<file path="src/rtl/sdc_pkg.sv">
// Package: register map, field positions, reset values and counts of the converter control block
// Assumes a 32-bit APB bus and a single pclk domain
package sdc_pkg;
  localparam logic [11:0] ADDR_CTRL_STATUS = 12'h000;
  localparam logic [11:0] ADDR_CLK_DIV     = 12'h004;
  localparam logic [11:0] ADDR_RATE_CFG    = 12'h008;
  localparam logic [11:0] ADDR_IRQ_CFG     = 12'h00c;
  localparam logic [11:0] ADDR_RES_LOW     = 12'h010;
  localparam logic [11:0] ADDR_RES_MID     = 12'h014;
  localparam logic [11:0] ADDR_RES_HIGH    = 12'h018;
  localparam logic [11:0] ADDR_IRQ_STATUS  = 12'h01c;

  localparam int BIT_HOLD    = 5;
  localparam int BIT_DONE    = 4;
  localparam int BIT_FRST    = 3;
  localparam int BIT_ON      = 2;
  localparam int BIT_ORDER   = 7;
  localparam int BIT_GIE     = 0;
  localparam int BIT_CIE     = 1;

  localparam logic [7:0] CTRL_MASK   = 8'h3c;
  localparam logic [7:0] DIV_MASK    = 8'h1f;
  localparam logic [7:0] RATE_MASK   = 8'hbf;
  localparam logic [7:0] CTRL_RST    = 8'h00;
  localparam logic [7:0] DIV_RST     = 8'h00;
  localparam logic [7:0] RATE_RST    = 8'h00;
  localparam logic [4:0] DIV_BYPASS  = 5'h1f;
  localparam logic [3:0] OSR_MAX_CODE = 4'h8;
  localparam logic [23:0] RES_MAX    = 24'h7fffff;
  localparam logic [23:0] RES_MIN    = 24'h800000;
  localparam int ACC_W = 48;
endpackage : sdc_pkg

</file>
<file path="src/rtl/sdc_mod_if.sv">
// Interface: signals between control top and decimation filter
// Assumes both ends on pclk
`timescale 1ns/1ns
interface sdc_mod_if;
  logic        run;
  logic        mod_tick;
  logic        mod_bit;
  logic        third_order;
  logic [3:0]  osr_code;
  logic        result_valid;
  logic [23:0] result;
  modport ctrl (output run, output mod_tick, output mod_bit, output third_order, output osr_code,
                input result_valid, input result);
  modport filt (input run, input mod_tick, input mod_bit, input third_order, input osr_code,
                output result_valid, output result);
endinterface : sdc_mod_if

</file>
<file path="src/rtl/sdc_decimator.sv">
// Decimation filter: SINC2/SINC3 of a 1-bit modulator stream, saturated to 24 bits
// Assumes run low holds it in reset; mod_tick marks each modulator sample
`timescale 1ns/1ns
module sdc_decimator (
  input  wire logic pclk,
  input  wire logic presetn,
  sdc_mod_if.filt   fi
);
  logic [sdc_pkg::ACC_W-1:0] i1_ff, i2_ff, i3_ff, nxt_i1, nxt_i2, nxt_i3;
  logic [sdc_pkg::ACC_W-1:0] c1_ff, c2_ff, c3_ff, nxt_c1, nxt_c2, nxt_c3;
  logic [15:0] cnt_ff, nxt_cnt;
  logic        vld_ff, nxt_vld;
  logic [23:0] res_ff, nxt_res;
  logic [15:0] osr;
  logic [5:0]  shift;
  logic [sdc_pkg::ACC_W-1:0] d1, d2, d3, val, mid;
  logic signed [sdc_pkg::ACC_W-1:0] sval, scaled;

  always_comb begin
    osr     = 16'h8000 >> fi.osr_code;
    shift   = fi.third_order ? 6'(4'hf - fi.osr_code) * 6'h3 : 6'(4'hf - fi.osr_code) * 6'h2;
    nxt_i1  = i1_ff;
    nxt_i2  = i2_ff;
    nxt_i3  = i3_ff;
    nxt_c1  = c1_ff;
    nxt_c2  = c2_ff;
    nxt_c3  = c3_ff;
    nxt_cnt = cnt_ff;
    nxt_vld = 1'b0;
    nxt_res = res_ff;
    d1 = i3_ff - c1_ff;
    d2 = d1 - c2_ff;
    d3 = d2 - c3_ff;
    val = fi.third_order ? d3 : d2;
    mid = 48'h1 << (shift - 6'h1);
    // Centre unipolar count, then scale full scale to 2^23
    sval = $signed(val - mid);
    scaled = (shift >= 6'd24) ? (sval >>> (shift - 6'd24)) : (sval <<< (6'd24 - shift));
    if (!fi.run) begin
      nxt_i1 = '0; nxt_i2 = '0; nxt_i3 = '0;
      nxt_c1 = '0; nxt_c2 = '0; nxt_c3 = '0;
      nxt_cnt = '0;
    end else if (fi.mod_tick) begin
      nxt_i1 = i1_ff + {47'h0, fi.mod_bit};
      nxt_i2 = i2_ff + i1_ff;
      nxt_i3 = fi.third_order ? i3_ff + i2_ff : i2_ff;
      if (cnt_ff == osr - 16'h1) begin
        nxt_cnt = '0;
        nxt_c1 = i3_ff;
        nxt_c2 = d1;
        nxt_c3 = d2;
        nxt_vld = 1'b1;
        // Clamp to signed 24-bit range
        if (scaled > 48'sd8388607)
          nxt_res = sdc_pkg::RES_MAX;
        else if (scaled < -48'sd8388608)
          nxt_res = sdc_pkg::RES_MIN;
        else
          nxt_res = scaled[23:0];
      end else begin
        nxt_cnt = cnt_ff + 16'h1;
      end
    end
  end

  always_ff @(posedge pclk or negedge presetn) begin
    if (!presetn) begin
      i1_ff <= '0; i2_ff <= '0; i3_ff <= '0;
      c1_ff <= '0; c2_ff <= '0; c3_ff <= '0;
      cnt_ff <= '0; vld_ff <= 1'b0; res_ff <= '0;
    end else begin
      i1_ff <= nxt_i1; i2_ff <= nxt_i2; i3_ff <= nxt_i3;
      c1_ff <= nxt_c1; c2_ff <= nxt_c2; c3_ff <= nxt_c3;
      cnt_ff <= nxt_cnt; vld_ff <= nxt_vld; res_ff <= nxt_res;
    end
  end

  assign fi.result_valid = vld_ff;
  assign fi.result       = res_ff;
endmodule : sdc_decimator

</file>
<file path="src/rtl/sdc_top.sv">
// Top: APB register file, modulator clock divider, start sequencing, result hold
// Assumes mod_data is a 1-bit modulator output, asynchronous to pclk
//
// Implementation choices: register access over APB and the register addresses.
`timescale 1ns/1ns
// Functional notes
// - Hold set freezes result registers; later results ignored until hold cleared
// - Under hold the converter runs but done flag and request stay unchanged
// - Done flag is 0 during conversion, 1 after; only software clears it
// - Filter-reset bit high holds filter in reset, discards result, blocks start
// - Low-high-low on filter-reset bit starts conversions
// - Converter-enable low switches converter off; high enables it
// - Divider codes 0..30 give sysclk/2/(n+1); code 31 gives sysclk
// - Each conversion end without hold sets done flag and interrupt request flag
// - Without hold every new result overwrites result registers
// - Interrupt out only when global and converter interrupt enables set
// - Result is 24-bit two's complement, MSB is sign
// - Result saturates at 8388607 and -8388608
// - Largest code 0x7fffff, smallest 0x800000, LSB is reference span over 8388608
// - Unimplemented control bits read as zero
// - Hold enable is bit 5 of control register, reset zero
// - Four-bit oversampling code 0 gives 32768, halving to code 8 giving 128
// - Filter-order bit 0 selects third order, 1 selects second order
module sdc_top (
  input  wire logic        pclk,
  input  wire logic        presetn,
  input  wire logic        psel,
  input  wire logic        penable,
  input  wire logic        pwrite,
  input  wire logic [11:0] paddr,
  input  wire logic [31:0] pwdata,
  input  wire logic [3:0]  pstrb,
  output logic      [31:0] prdata,
  output logic             pready,
  output logic             pslverr,
  input  wire logic        mod_data,
  output logic             mod_clk,
  output logic             converter_power,
  output logic             converter_irq
);
  sdc_mod_if mi ();

  typedef enum logic [2:0] {
    ST_OFF   = 3'b001,
    ST_ARMED = 3'b010,
    ST_RUN   = 3'b100
  } sdc_state_e;

  sdc_state_e  st_ff, nxt_st;
  logic [7:0]  ctrl_ff, nxt_ctrl;
  logic [7:0]  div_ff, nxt_div;
  logic [7:0]  rate_ff, nxt_rate;
  logic [1:0]  ien_ff, nxt_ien;
  logic        req_ff, nxt_req;
  logic [23:0] res_ff, nxt_res;
  logic [4:0]  dcnt_ff, nxt_dcnt;
  logic        half_ff, nxt_half;
  logic        mclk_ff, nxt_mclk;
  logic        tick_ff, nxt_tick;
  logic        sync1_ff, sync2_ff;
  logic        wr_en, rd_en, hit, byp;
  logic [7:0]  wbyte;
  logic [31:0] rdata;

  function automatic logic addr_ok(input logic [11:0] a);
    addr_ok = (a == sdc_pkg::ADDR_CTRL_STATUS) || (a == sdc_pkg::ADDR_CLK_DIV) ||
              (a == sdc_pkg::ADDR_RATE_CFG) || (a == sdc_pkg::ADDR_IRQ_CFG) ||
              (a == sdc_pkg::ADDR_RES_LOW) || (a == sdc_pkg::ADDR_RES_MID) ||
              (a == sdc_pkg::ADDR_RES_HIGH) || (a == sdc_pkg::ADDR_IRQ_STATUS);
  endfunction : addr_ok

  // Bus access strobes, zero wait state
  assign pready  = 1'b1;
  assign hit     = addr_ok(paddr);
  assign pslverr = psel && penable && !hit;
  assign wr_en   = psel && penable && pwrite && hit && pstrb[0];
  assign rd_en   = psel && penable && !pwrite;
  assign wbyte   = pwdata[7:0];

  // Modulator input synchroniser
  always_ff @(posedge pclk or negedge presetn) begin
    if (!presetn) begin
      sync1_ff <= 1'b0;
      sync2_ff <= 1'b0;
    end else begin
      sync1_ff <= mod_data;
      sync2_ff <= sync1_ff;
    end
  end

  // Modulator clock divider
  always_comb begin
    nxt_dcnt = dcnt_ff;
    nxt_half = half_ff;
    nxt_mclk = mclk_ff;
    nxt_tick = 1'b0;
    if (!ctrl_ff[sdc_pkg::BIT_ON]) begin
      nxt_dcnt = '0;
      nxt_half = 1'b0;
      nxt_mclk = 1'b0;
    end else if (div_ff[4:0] == sdc_pkg::DIV_BYPASS) begin
      nxt_dcnt = '0;
      nxt_half = 1'b0;
      nxt_mclk = 1'b0;
      nxt_tick = 1'b1;
    end else if (dcnt_ff >= div_ff[4:0]) begin
      nxt_dcnt = '0;
      nxt_half = ~half_ff;
      nxt_mclk = ~mclk_ff;
      nxt_tick = ~mclk_ff;
    end else begin
      nxt_dcnt = dcnt_ff + 5'h1;
    end
  end

  always_ff @(posedge pclk or negedge presetn) begin
    if (!presetn) begin
      dcnt_ff <= '0;
      half_ff <= 1'b0;
      mclk_ff <= 1'b0;
      tick_ff <= 1'b0;
    end else begin
      dcnt_ff <= nxt_dcnt;
      half_ff <= nxt_half;
      mclk_ff <= nxt_mclk;
      tick_ff <= nxt_tick;
    end
  end

  // Start sequencing
  always_comb begin
    nxt_st = st_ff;
    unique case (st_ff)
      ST_OFF: begin
        if (ctrl_ff[sdc_pkg::BIT_ON] && ctrl_ff[sdc_pkg::BIT_FRST])
          nxt_st = ST_ARMED;
      end
      ST_ARMED: begin
        if (!ctrl_ff[sdc_pkg::BIT_ON])
          nxt_st = ST_OFF;
        else if (!ctrl_ff[sdc_pkg::BIT_FRST])
          nxt_st = ST_RUN;
      end
      ST_RUN: begin
        if (!ctrl_ff[sdc_pkg::BIT_ON])
          nxt_st = ST_OFF;
        else if (ctrl_ff[sdc_pkg::BIT_FRST])
          nxt_st = ST_ARMED;
      end
      default: nxt_st = ST_OFF;
    endcase
  end

  assign mi.run         = (st_ff == ST_RUN) && !ctrl_ff[sdc_pkg::BIT_FRST];
  assign mi.mod_tick    = tick_ff;
  assign mi.mod_bit     = sync2_ff;
  assign mi.third_order = !rate_ff[sdc_pkg::BIT_ORDER];
  assign mi.osr_code    = (rate_ff[3:0] > sdc_pkg::OSR_MAX_CODE) ? sdc_pkg::OSR_MAX_CODE : rate_ff[3:0];

  // Registers, flags and result
  always_comb begin
    nxt_ctrl = ctrl_ff;
    nxt_div  = div_ff;
    nxt_rate = rate_ff;
    nxt_ien  = ien_ff;
    nxt_req  = req_ff;
    nxt_res  = res_ff;
    if (wr_en) begin
      unique case (paddr)
        sdc_pkg::ADDR_CTRL_STATUS: nxt_ctrl = wbyte & sdc_pkg::CTRL_MASK;
        sdc_pkg::ADDR_CLK_DIV:     nxt_div  = wbyte & sdc_pkg::DIV_MASK;
        sdc_pkg::ADDR_RATE_CFG:    nxt_rate = wbyte & sdc_pkg::RATE_MASK;
        sdc_pkg::ADDR_IRQ_CFG:     nxt_ien  = wbyte[1:0];
        sdc_pkg::ADDR_IRQ_STATUS:  nxt_req  = req_ff & !wbyte[0];
        default: ;
      endcase
    end
    // Conversion end sets flags; set wins over a same-cycle clear
    if (mi.result_valid && mi.run && !ctrl_ff[sdc_pkg::BIT_HOLD]) begin
      nxt_res = mi.result;
      nxt_ctrl[sdc_pkg::BIT_DONE] = 1'b1;
      nxt_req = 1'b1;
    end
  end

  always_ff @(posedge pclk or negedge presetn) begin
    if (!presetn) begin
      st_ff        <= ST_OFF;
      ctrl_ff      <= sdc_pkg::CTRL_RST;
      div_ff       <= sdc_pkg::DIV_RST;
      rate_ff      <= sdc_pkg::RATE_RST;
      ien_ff       <= 2'h0;
      req_ff       <= 1'b0;
      res_ff       <= '0;
    end else begin
      st_ff        <= nxt_st;
      ctrl_ff      <= nxt_ctrl;
      div_ff       <= nxt_div;
      rate_ff      <= nxt_rate;
      ien_ff       <= nxt_ien;
      req_ff       <= nxt_req;
      res_ff       <= nxt_res;
    end
  end

  // Read mux
  always_comb begin
    rdata = 32'h0;
    unique case (paddr)
      sdc_pkg::ADDR_CTRL_STATUS: rdata = {24'h0, ctrl_ff};
      sdc_pkg::ADDR_CLK_DIV:     rdata = {24'h0, div_ff};
      sdc_pkg::ADDR_RATE_CFG:    rdata = {24'h0, rate_ff};
      sdc_pkg::ADDR_IRQ_CFG:     rdata = {30'h0, ien_ff};
      sdc_pkg::ADDR_RES_LOW:     rdata = {24'h0, res_ff[7:0]};
      sdc_pkg::ADDR_RES_MID:     rdata = {24'h0, res_ff[15:8]};
      sdc_pkg::ADDR_RES_HIGH:    rdata = {24'h0, res_ff[23:16]};
      sdc_pkg::ADDR_IRQ_STATUS:  rdata = {31'h0, req_ff};
      default:                   rdata = 32'h0;
    endcase
  end

  assign prdata          = rd_en ? rdata : 32'h0;
  // Bypass passes the system clock itself
  assign byp             = ctrl_ff[sdc_pkg::BIT_ON] && (div_ff[4:0] == sdc_pkg::DIV_BYPASS);
  assign mod_clk         = byp ? pclk : mclk_ff;
  assign converter_power = ctrl_ff[sdc_pkg::BIT_ON];
  assign converter_irq   = req_ff && ien_ff[sdc_pkg::BIT_GIE] && ien_ff[sdc_pkg::BIT_CIE];

  sdc_decimator u_dec (
    .pclk    (pclk),
    .presetn (presetn),
    .fi      (mi)
  );
endmodule : sdc_top
</file>
<file path="config.mk">
export PLATFORM = sky130hd
export DESIGN_NAME = sdc_top
export DESIGN_NICKNAME = d
export VERILOG_FILES = /design/src/rtl/sdc_pkg.sv /design/src/rtl/sdc_mod_if.sv /design/src/rtl/sdc_decimator.sv /design/src/rtl/sdc_top.sv
export SDC_FILE = /design/constraint.sdc
export NUM_CORES = 2
export LEC_CHECK = 0
export BUFFER_PORTS_ARGS = -buffer_cell sky130_fd_sc_hd__buf_2
export CAP_MARGIN = 20
export CELL_PAD_IN_SITES_DETAIL_PLACEMENT = 0
export CELL_PAD_IN_SITES_GLOBAL_PLACEMENT = 1
export CORE_MARGIN = 4
export CORE_UTILIZATION = 50
export DETAILED_ROUTE_END_ITERATION = 8
export PLACE_DENSITY_LB_ADDON = 0.1
export REMOVE_ABC_BUFFERS = 1
export SYNTH_ARGS = -nofsm -noshare
export SYNTH_HDL_FRONTEND = slang
export SYNTH_SLANG_ARGS = --single-unit
</file>
<file path="constraint.sdc">
create_clock -name pclk -period 20.8 [get_ports pclk]
set_input_delay 1.04 -clock pclk [delete_from_list [all_inputs] [get_ports pclk]]
set_output_delay 1.04 -clock pclk [all_outputs]
set_load 0.01 [all_outputs]
</file>
Yosys cells after proc, flatten, opt, wreduce, memory -nomap -nowiden

Cells that the tools add are included.

Logic and storage cells: 156
Output and inout port bits: 37
Bits in registers: 384

Eq/ne operators: 18
Magnitude comparators: 5
Reduce and logical (&&, ||, !) cells: 38
$add $sub $neg: 14
Bitwise operators: 2
$mul: 1
Shifts and indexed selects: 4
Mux-type cells: 52

Operators by type and width:

| kind                    | number |
|---|---|
| $mux W48                | 18 |
| $sub A48 B48 Y48        | 4 |
| $add A48 B48 Y48        | 2 |
| $pmux W8 S8             | 1 |
| $add A48 B1 Y48         | 1 |
| $eq A12 B5 Y1 const B   | 4 |
| $gt A48 B24 Y1 const B  | 1 |
| $lt A48 B24 Y1 const B  | 1 |
| $mux W16                | 3 |
| $mux W24                | 2 |
| $shl A1 B6 Y48 const A  | 1 |
| $sshl A48 B6 Y48        | 1 |
| $sshr A48 B6 Y48        | 1 |
| $mux W32                | 1 |
| $mux W5                 | 5 |
| $eq A12 B4 Y1 const B   | 2 |
| $add A16 B1 Y16 const B | 1 |
| $eq A16 B16 Y1          | 1 |
| $shr A16 B4 Y16 const A | 1 |
| $sub A16 B1 Y16 const B | 1 |
| $mux W3                 | 5 |
| $mux W1                 | 14 |
| $reduce_and A2 Y1       | 7 |
| $logic_and A1 B1 Y1     | 13 |
| other kinds (28)        | 43 |

Depth between registers and ports, before layout

Depth in word-level cells: 13
Mapped depth: 61

Cells and area by module

Synthesis repeated with hierarchy kept, for this count alone.

Cell total of the unflattened synthesis: 4971
Area total of the unflattened synthesis: 38882.3 um^2

By module, submodules not included:

| module        | times used | area each (um^2) | cells each |
|---|---|---|---|
| sdc_decimator | 1          | 35883.2          | 4707 |
| sdc_top       | 1          | 2999.1           | 264 |

==> run_results.csv <==
group,metric,value,unit
route,drt_pass1_iterations,7,
clock_network,clock_latency,0.73,ns
power,p_comb_frac,0.015,
synthesis,avgSynthCellArea,7.75,um2
timing,period_needed,13.41,ns
die,rows,103,
power,p_int,0.00128,W
grt,antenna_found_initial,1,
finish,final_util,0.537,
synthesis,ys_seq_area_frac,0.242,
critical_path,reg2reg_depth,55,
critical_path,cp_slowest_stage_delay,0.80,ns
route,antenna_left,0,
placed_design,gp_congestion,1.02,
power,peakVddDrop,43.3,uV
min_path,min_path_type,"in2async",
die,die_area,0.0841,mm2
power,swShare,0.224,
route,via_per_inst,6.24,
timing,slew_headroom,0.248,
grt,grtUsageTotal,0.299,
finish,design_area,0.0424,mm2
timing,drv_slew,0,
synthesis,synth_area,0.0397,mm2
power,p_per_area,38.9,mW/mm2
synthesis,ys.flop_type,"dfrtp_1",
die,die-width,290,um
synthesis,synth_edf_count,0,
route,routed-via-count,38000,
die,die_h,290,um
critical_path,cp_slowest_cell,"a221oi_1",
critical_path,cp_max_fo,21,
die,coreArea,0.0789,mm2
finish,flow.area_growth_from_synthesis,6.59,%
timing,worst_pin_slew,1.12,ns
placed_design,dp.final_hpwl,97600,um
grt,overflow,0,
power,seq_power_share,0.454,
route,drc,0,
die,boundaryPins,91,
timing,timing.fmax,0.0745,GHz
clock_network,cts_hold_buf,0,
critical_path,crit_type,"reg2reg",
finish,n_antenna_cell,0,
clock_network,cts.clk_slew.worst_paths,0.06,ns
timing,setup_violations,0,
synthesis,synth-seq-cells,384,
route,wirelength,130000,um
timing,fin_tns_setup,0,ns
synthesis,ys_types,115,
critical_path,cpMostUsedCell,"a21oi_1",
grt,grt_pass1_wl,205000,um
synthesis,ys_warn_count,0,
flow_run,maxCapViolations,0,
critical_path,worstPathRequired,21.44,ns
power,clkPwrFrac,0.531,
die,initial_utilization,0.504,
critical_path,startpoint_type,"flip-flop",
clock_network,cts_tree,"built",
synthesis,syn_inst,5127,
outcome,status,"complete, no violations",
timing,rsz0062_at_grt,"no",
timing,fin_crit_sh,0.645,
synthesis,async_flop_share,1.00,
grt,grt_pass1_vias,35800,
timing,hold_violations,0,
clock_network,cts_resized,0,
power,p_switching,0.000370,W
placed_design,dpl_cell_area,0.0407,mm2
critical_path,arrival,14.06,ns
clock_network,post-cts-setup-buffers,0,
finish,fin_nets,5370,
finish,drive_gt1_frac,0.0662,
grt,grt_max_degree,116,
route,wl_per_cell,21.4,um
placed_design,port_buffers,37,
timing,skew,0.0320,ns
finish,fillerInstances,7762,
power,power.leakage,19.0,nW
route,drt_iter0_markers,2924,
critical_path,cp-end-kind,"flip-flop",
-- logic make-up after synthesis --
family / after synthesis / synth area share
AOI/OAI and AO/OA: 1759 / 0.296
muxes: 170 / 0.0459
DFF: 384 / 0.242
and+or+nand+nor: 1664 / 0.194
buffers and inverters: 529 / 0.0536
xor gates and xnor gates: 311 / 0.0700
adders and majority gates: 308 / 0.0983
other: 2 / 0.000189
-- layout make-up --
cell class / instances / area, um2 / share of cell area
multi-input cells: 4239 / 28200 / 0.666
flip-flops and latches: 384 / 9620 / 0.227
clock buffers: 68 / 1380 / 0.0325
well taps: 1050 / 1310 / 0.0310
inverters: 238 / 896 / 0.0211
repair buffers: 95 / 641 / 0.0151
clock inverters: 19 / 285 / 0.00673
-- placed cells by master (no fill, tap or decap), drive strengths merged, types with 26 or more instances in the layout --
cell    instances
and2           36
ha            301
inv           239
o22ai          28
xnor2         173
nor3          108
o31ai          41
nor2          516
a211oi         87
nor2b          41
a21o          144
buf            96
xor2          136
o211ai         69
nand4          60
mux2           57
conb           27
o21ai         359
a31oi          52
a21oi         459
dfrtp         383
a311oi         27
mux2i         109
a22o          132
nand2b         53
or3            41
o21a           50
nand2         499
and3           72
o21bai         44
o22a           26
clkbuf         67
nand3         144
a21boi         28
-- flip-flops by register name, summed over array words and instances (netlist names) --
name / flops
req_ff: 1
u_dec.i2_ff: 48
u_dec.c3_ff: 48
ctrl_ff: 4
sync1_ff: 1
res_ff: 24
rate_ff: 7
mclk_ff: 1
u_dec.i1_ff: 48
ien_ff: 2
mi.mod_tick: 1
div_ff: 5
mi.mod_bit: 1
u_dec.c1_ff: 48
st_ff: 3
u_dec.cnt_ff: 16
u_dec.i3_ff: 48
u_dec.c2_ff: 48
dcnt_ff: 5
u_dec.fi.result: 24
u_dec.fi.result_valid: 1
-- path summary, 6_finish.rpt --
| path | start | to | slack (ns) |
|---|---|---|---|
| min reg2reg | sync1_ff$_DFF_PN0_ | mi.mod_bit$_DFF_PN0_ | 0.35 |
| min | presetn | u_dec.c2_ff[0]$_DFFE_PN0P_ | 0.23 |
| min in group pclk | sync1_ff$_DFF_PN0_ | mi.mod_bit$_DFF_PN0_ | 0.35 |
| max reg2reg | u_dec.i3_ff[1]$_DFFE_PN0P_ | u_dec.fi.result[22]$_DFFE_PN0P_ | 7.39 |
| max | u_dec.i3_ff[1]$_DFFE_PN0P_ | u_dec.fi.result[22]$_DFFE_PN0P_ | 7.39 |
| max in group asynchronous | presetn | rate_ff[7]$_DFFE_PN0P_ | 18.44 |
-- power by group through the flow --
stage	Sequential [W]	Combinational [W]	Clock, W
detailed placement	0.000761	0.0000256	0.0000000368
global placement	0.000761	0.0000254	0.0000000368
global route	0.000747	0.0000291	0.000929
floorplan	0.000761	0.00000495	0.0000000351
finish	0.000748	0.0000245	0.000875
CTS	0.000747	0.0000257	0.000903
-- synthesized netlist by cell type, drive strengths merged, types with 27 or more instances --
library cell	instances	area, um2
and2	36	225
o21a	50	383
buf	78	437
nand4	60	375
a31oi	52	340
nor3	108	551
o21ai	359	1800
a21oi	459	2330
mux2i	109	1090
nand3	144	721
o31ai	41	313
or3	41	262
dfrtp	383	9580
inv	238	893
xor2	136	1210
nand2b	53	332
clkbuf	213	801
a211oi	87	663
a22o	132	1160
nor2	516	1940
and3	72	450
xnor2	173	1530
mux2	57	642
a21boi	28	210
a311oi	27	236
ha	301	3770
a21o	144	1080
o21bai	44	330
nor2b	41	257
nand2	499	1870
o22ai	28	181
o211ai	69	538
-- through the flow --
| stage | hold slack [ns] | setup WS, ns | total power, W | std cells |
|---|---|---|---|---|
| 4_1_cts | 0.238 | 7.59 | 0.00168 | 6092 |
| 6_report | 0.227 | 7.39 | 0.00165 | 6093 |
| 5_1_grt | 0.262 | 6.34 | 0.00171 | 6093 |
| 2_1_floorplan | 0.331 | 7.87 | 0.000766 | 4861 |
| 3_3_place_gp | 0.332 | 7.70 | 0.000786 | 6005 |
| 3_5_place_dp | 0.335 | 7.71 | 0.000787 | 6006 |
-- per-layer routing --
layer  up-vias  global-route usage  wire, um  part of all wire
met1     18000               0.396     56900              0.44
met3       323              0.0327      6720             0.052
li1      18600                   -         -                 -
met5         -                   0         0                 0
met4         0               0.153      7680             0.059
met2      1135               0.485     58900              0.45
-- critical path: cells and delay by family, from the launching register on --
| family | cells | cell delay (ns) |
|---|---|---|
| AOI/OAI and AO/OA | 31 | 7.86 |
| xor gates and xnor gates | 2 | 0.36 |
| adders and majority gates | 4 | 1.39 |
| buffers and inverters | 1 | 0.15 |
| DFF | 1 | 0.46 |
| and+or+nand+nor | 17 | 3.12 |
Note: power is estimated with default switching activity, not from simulation.
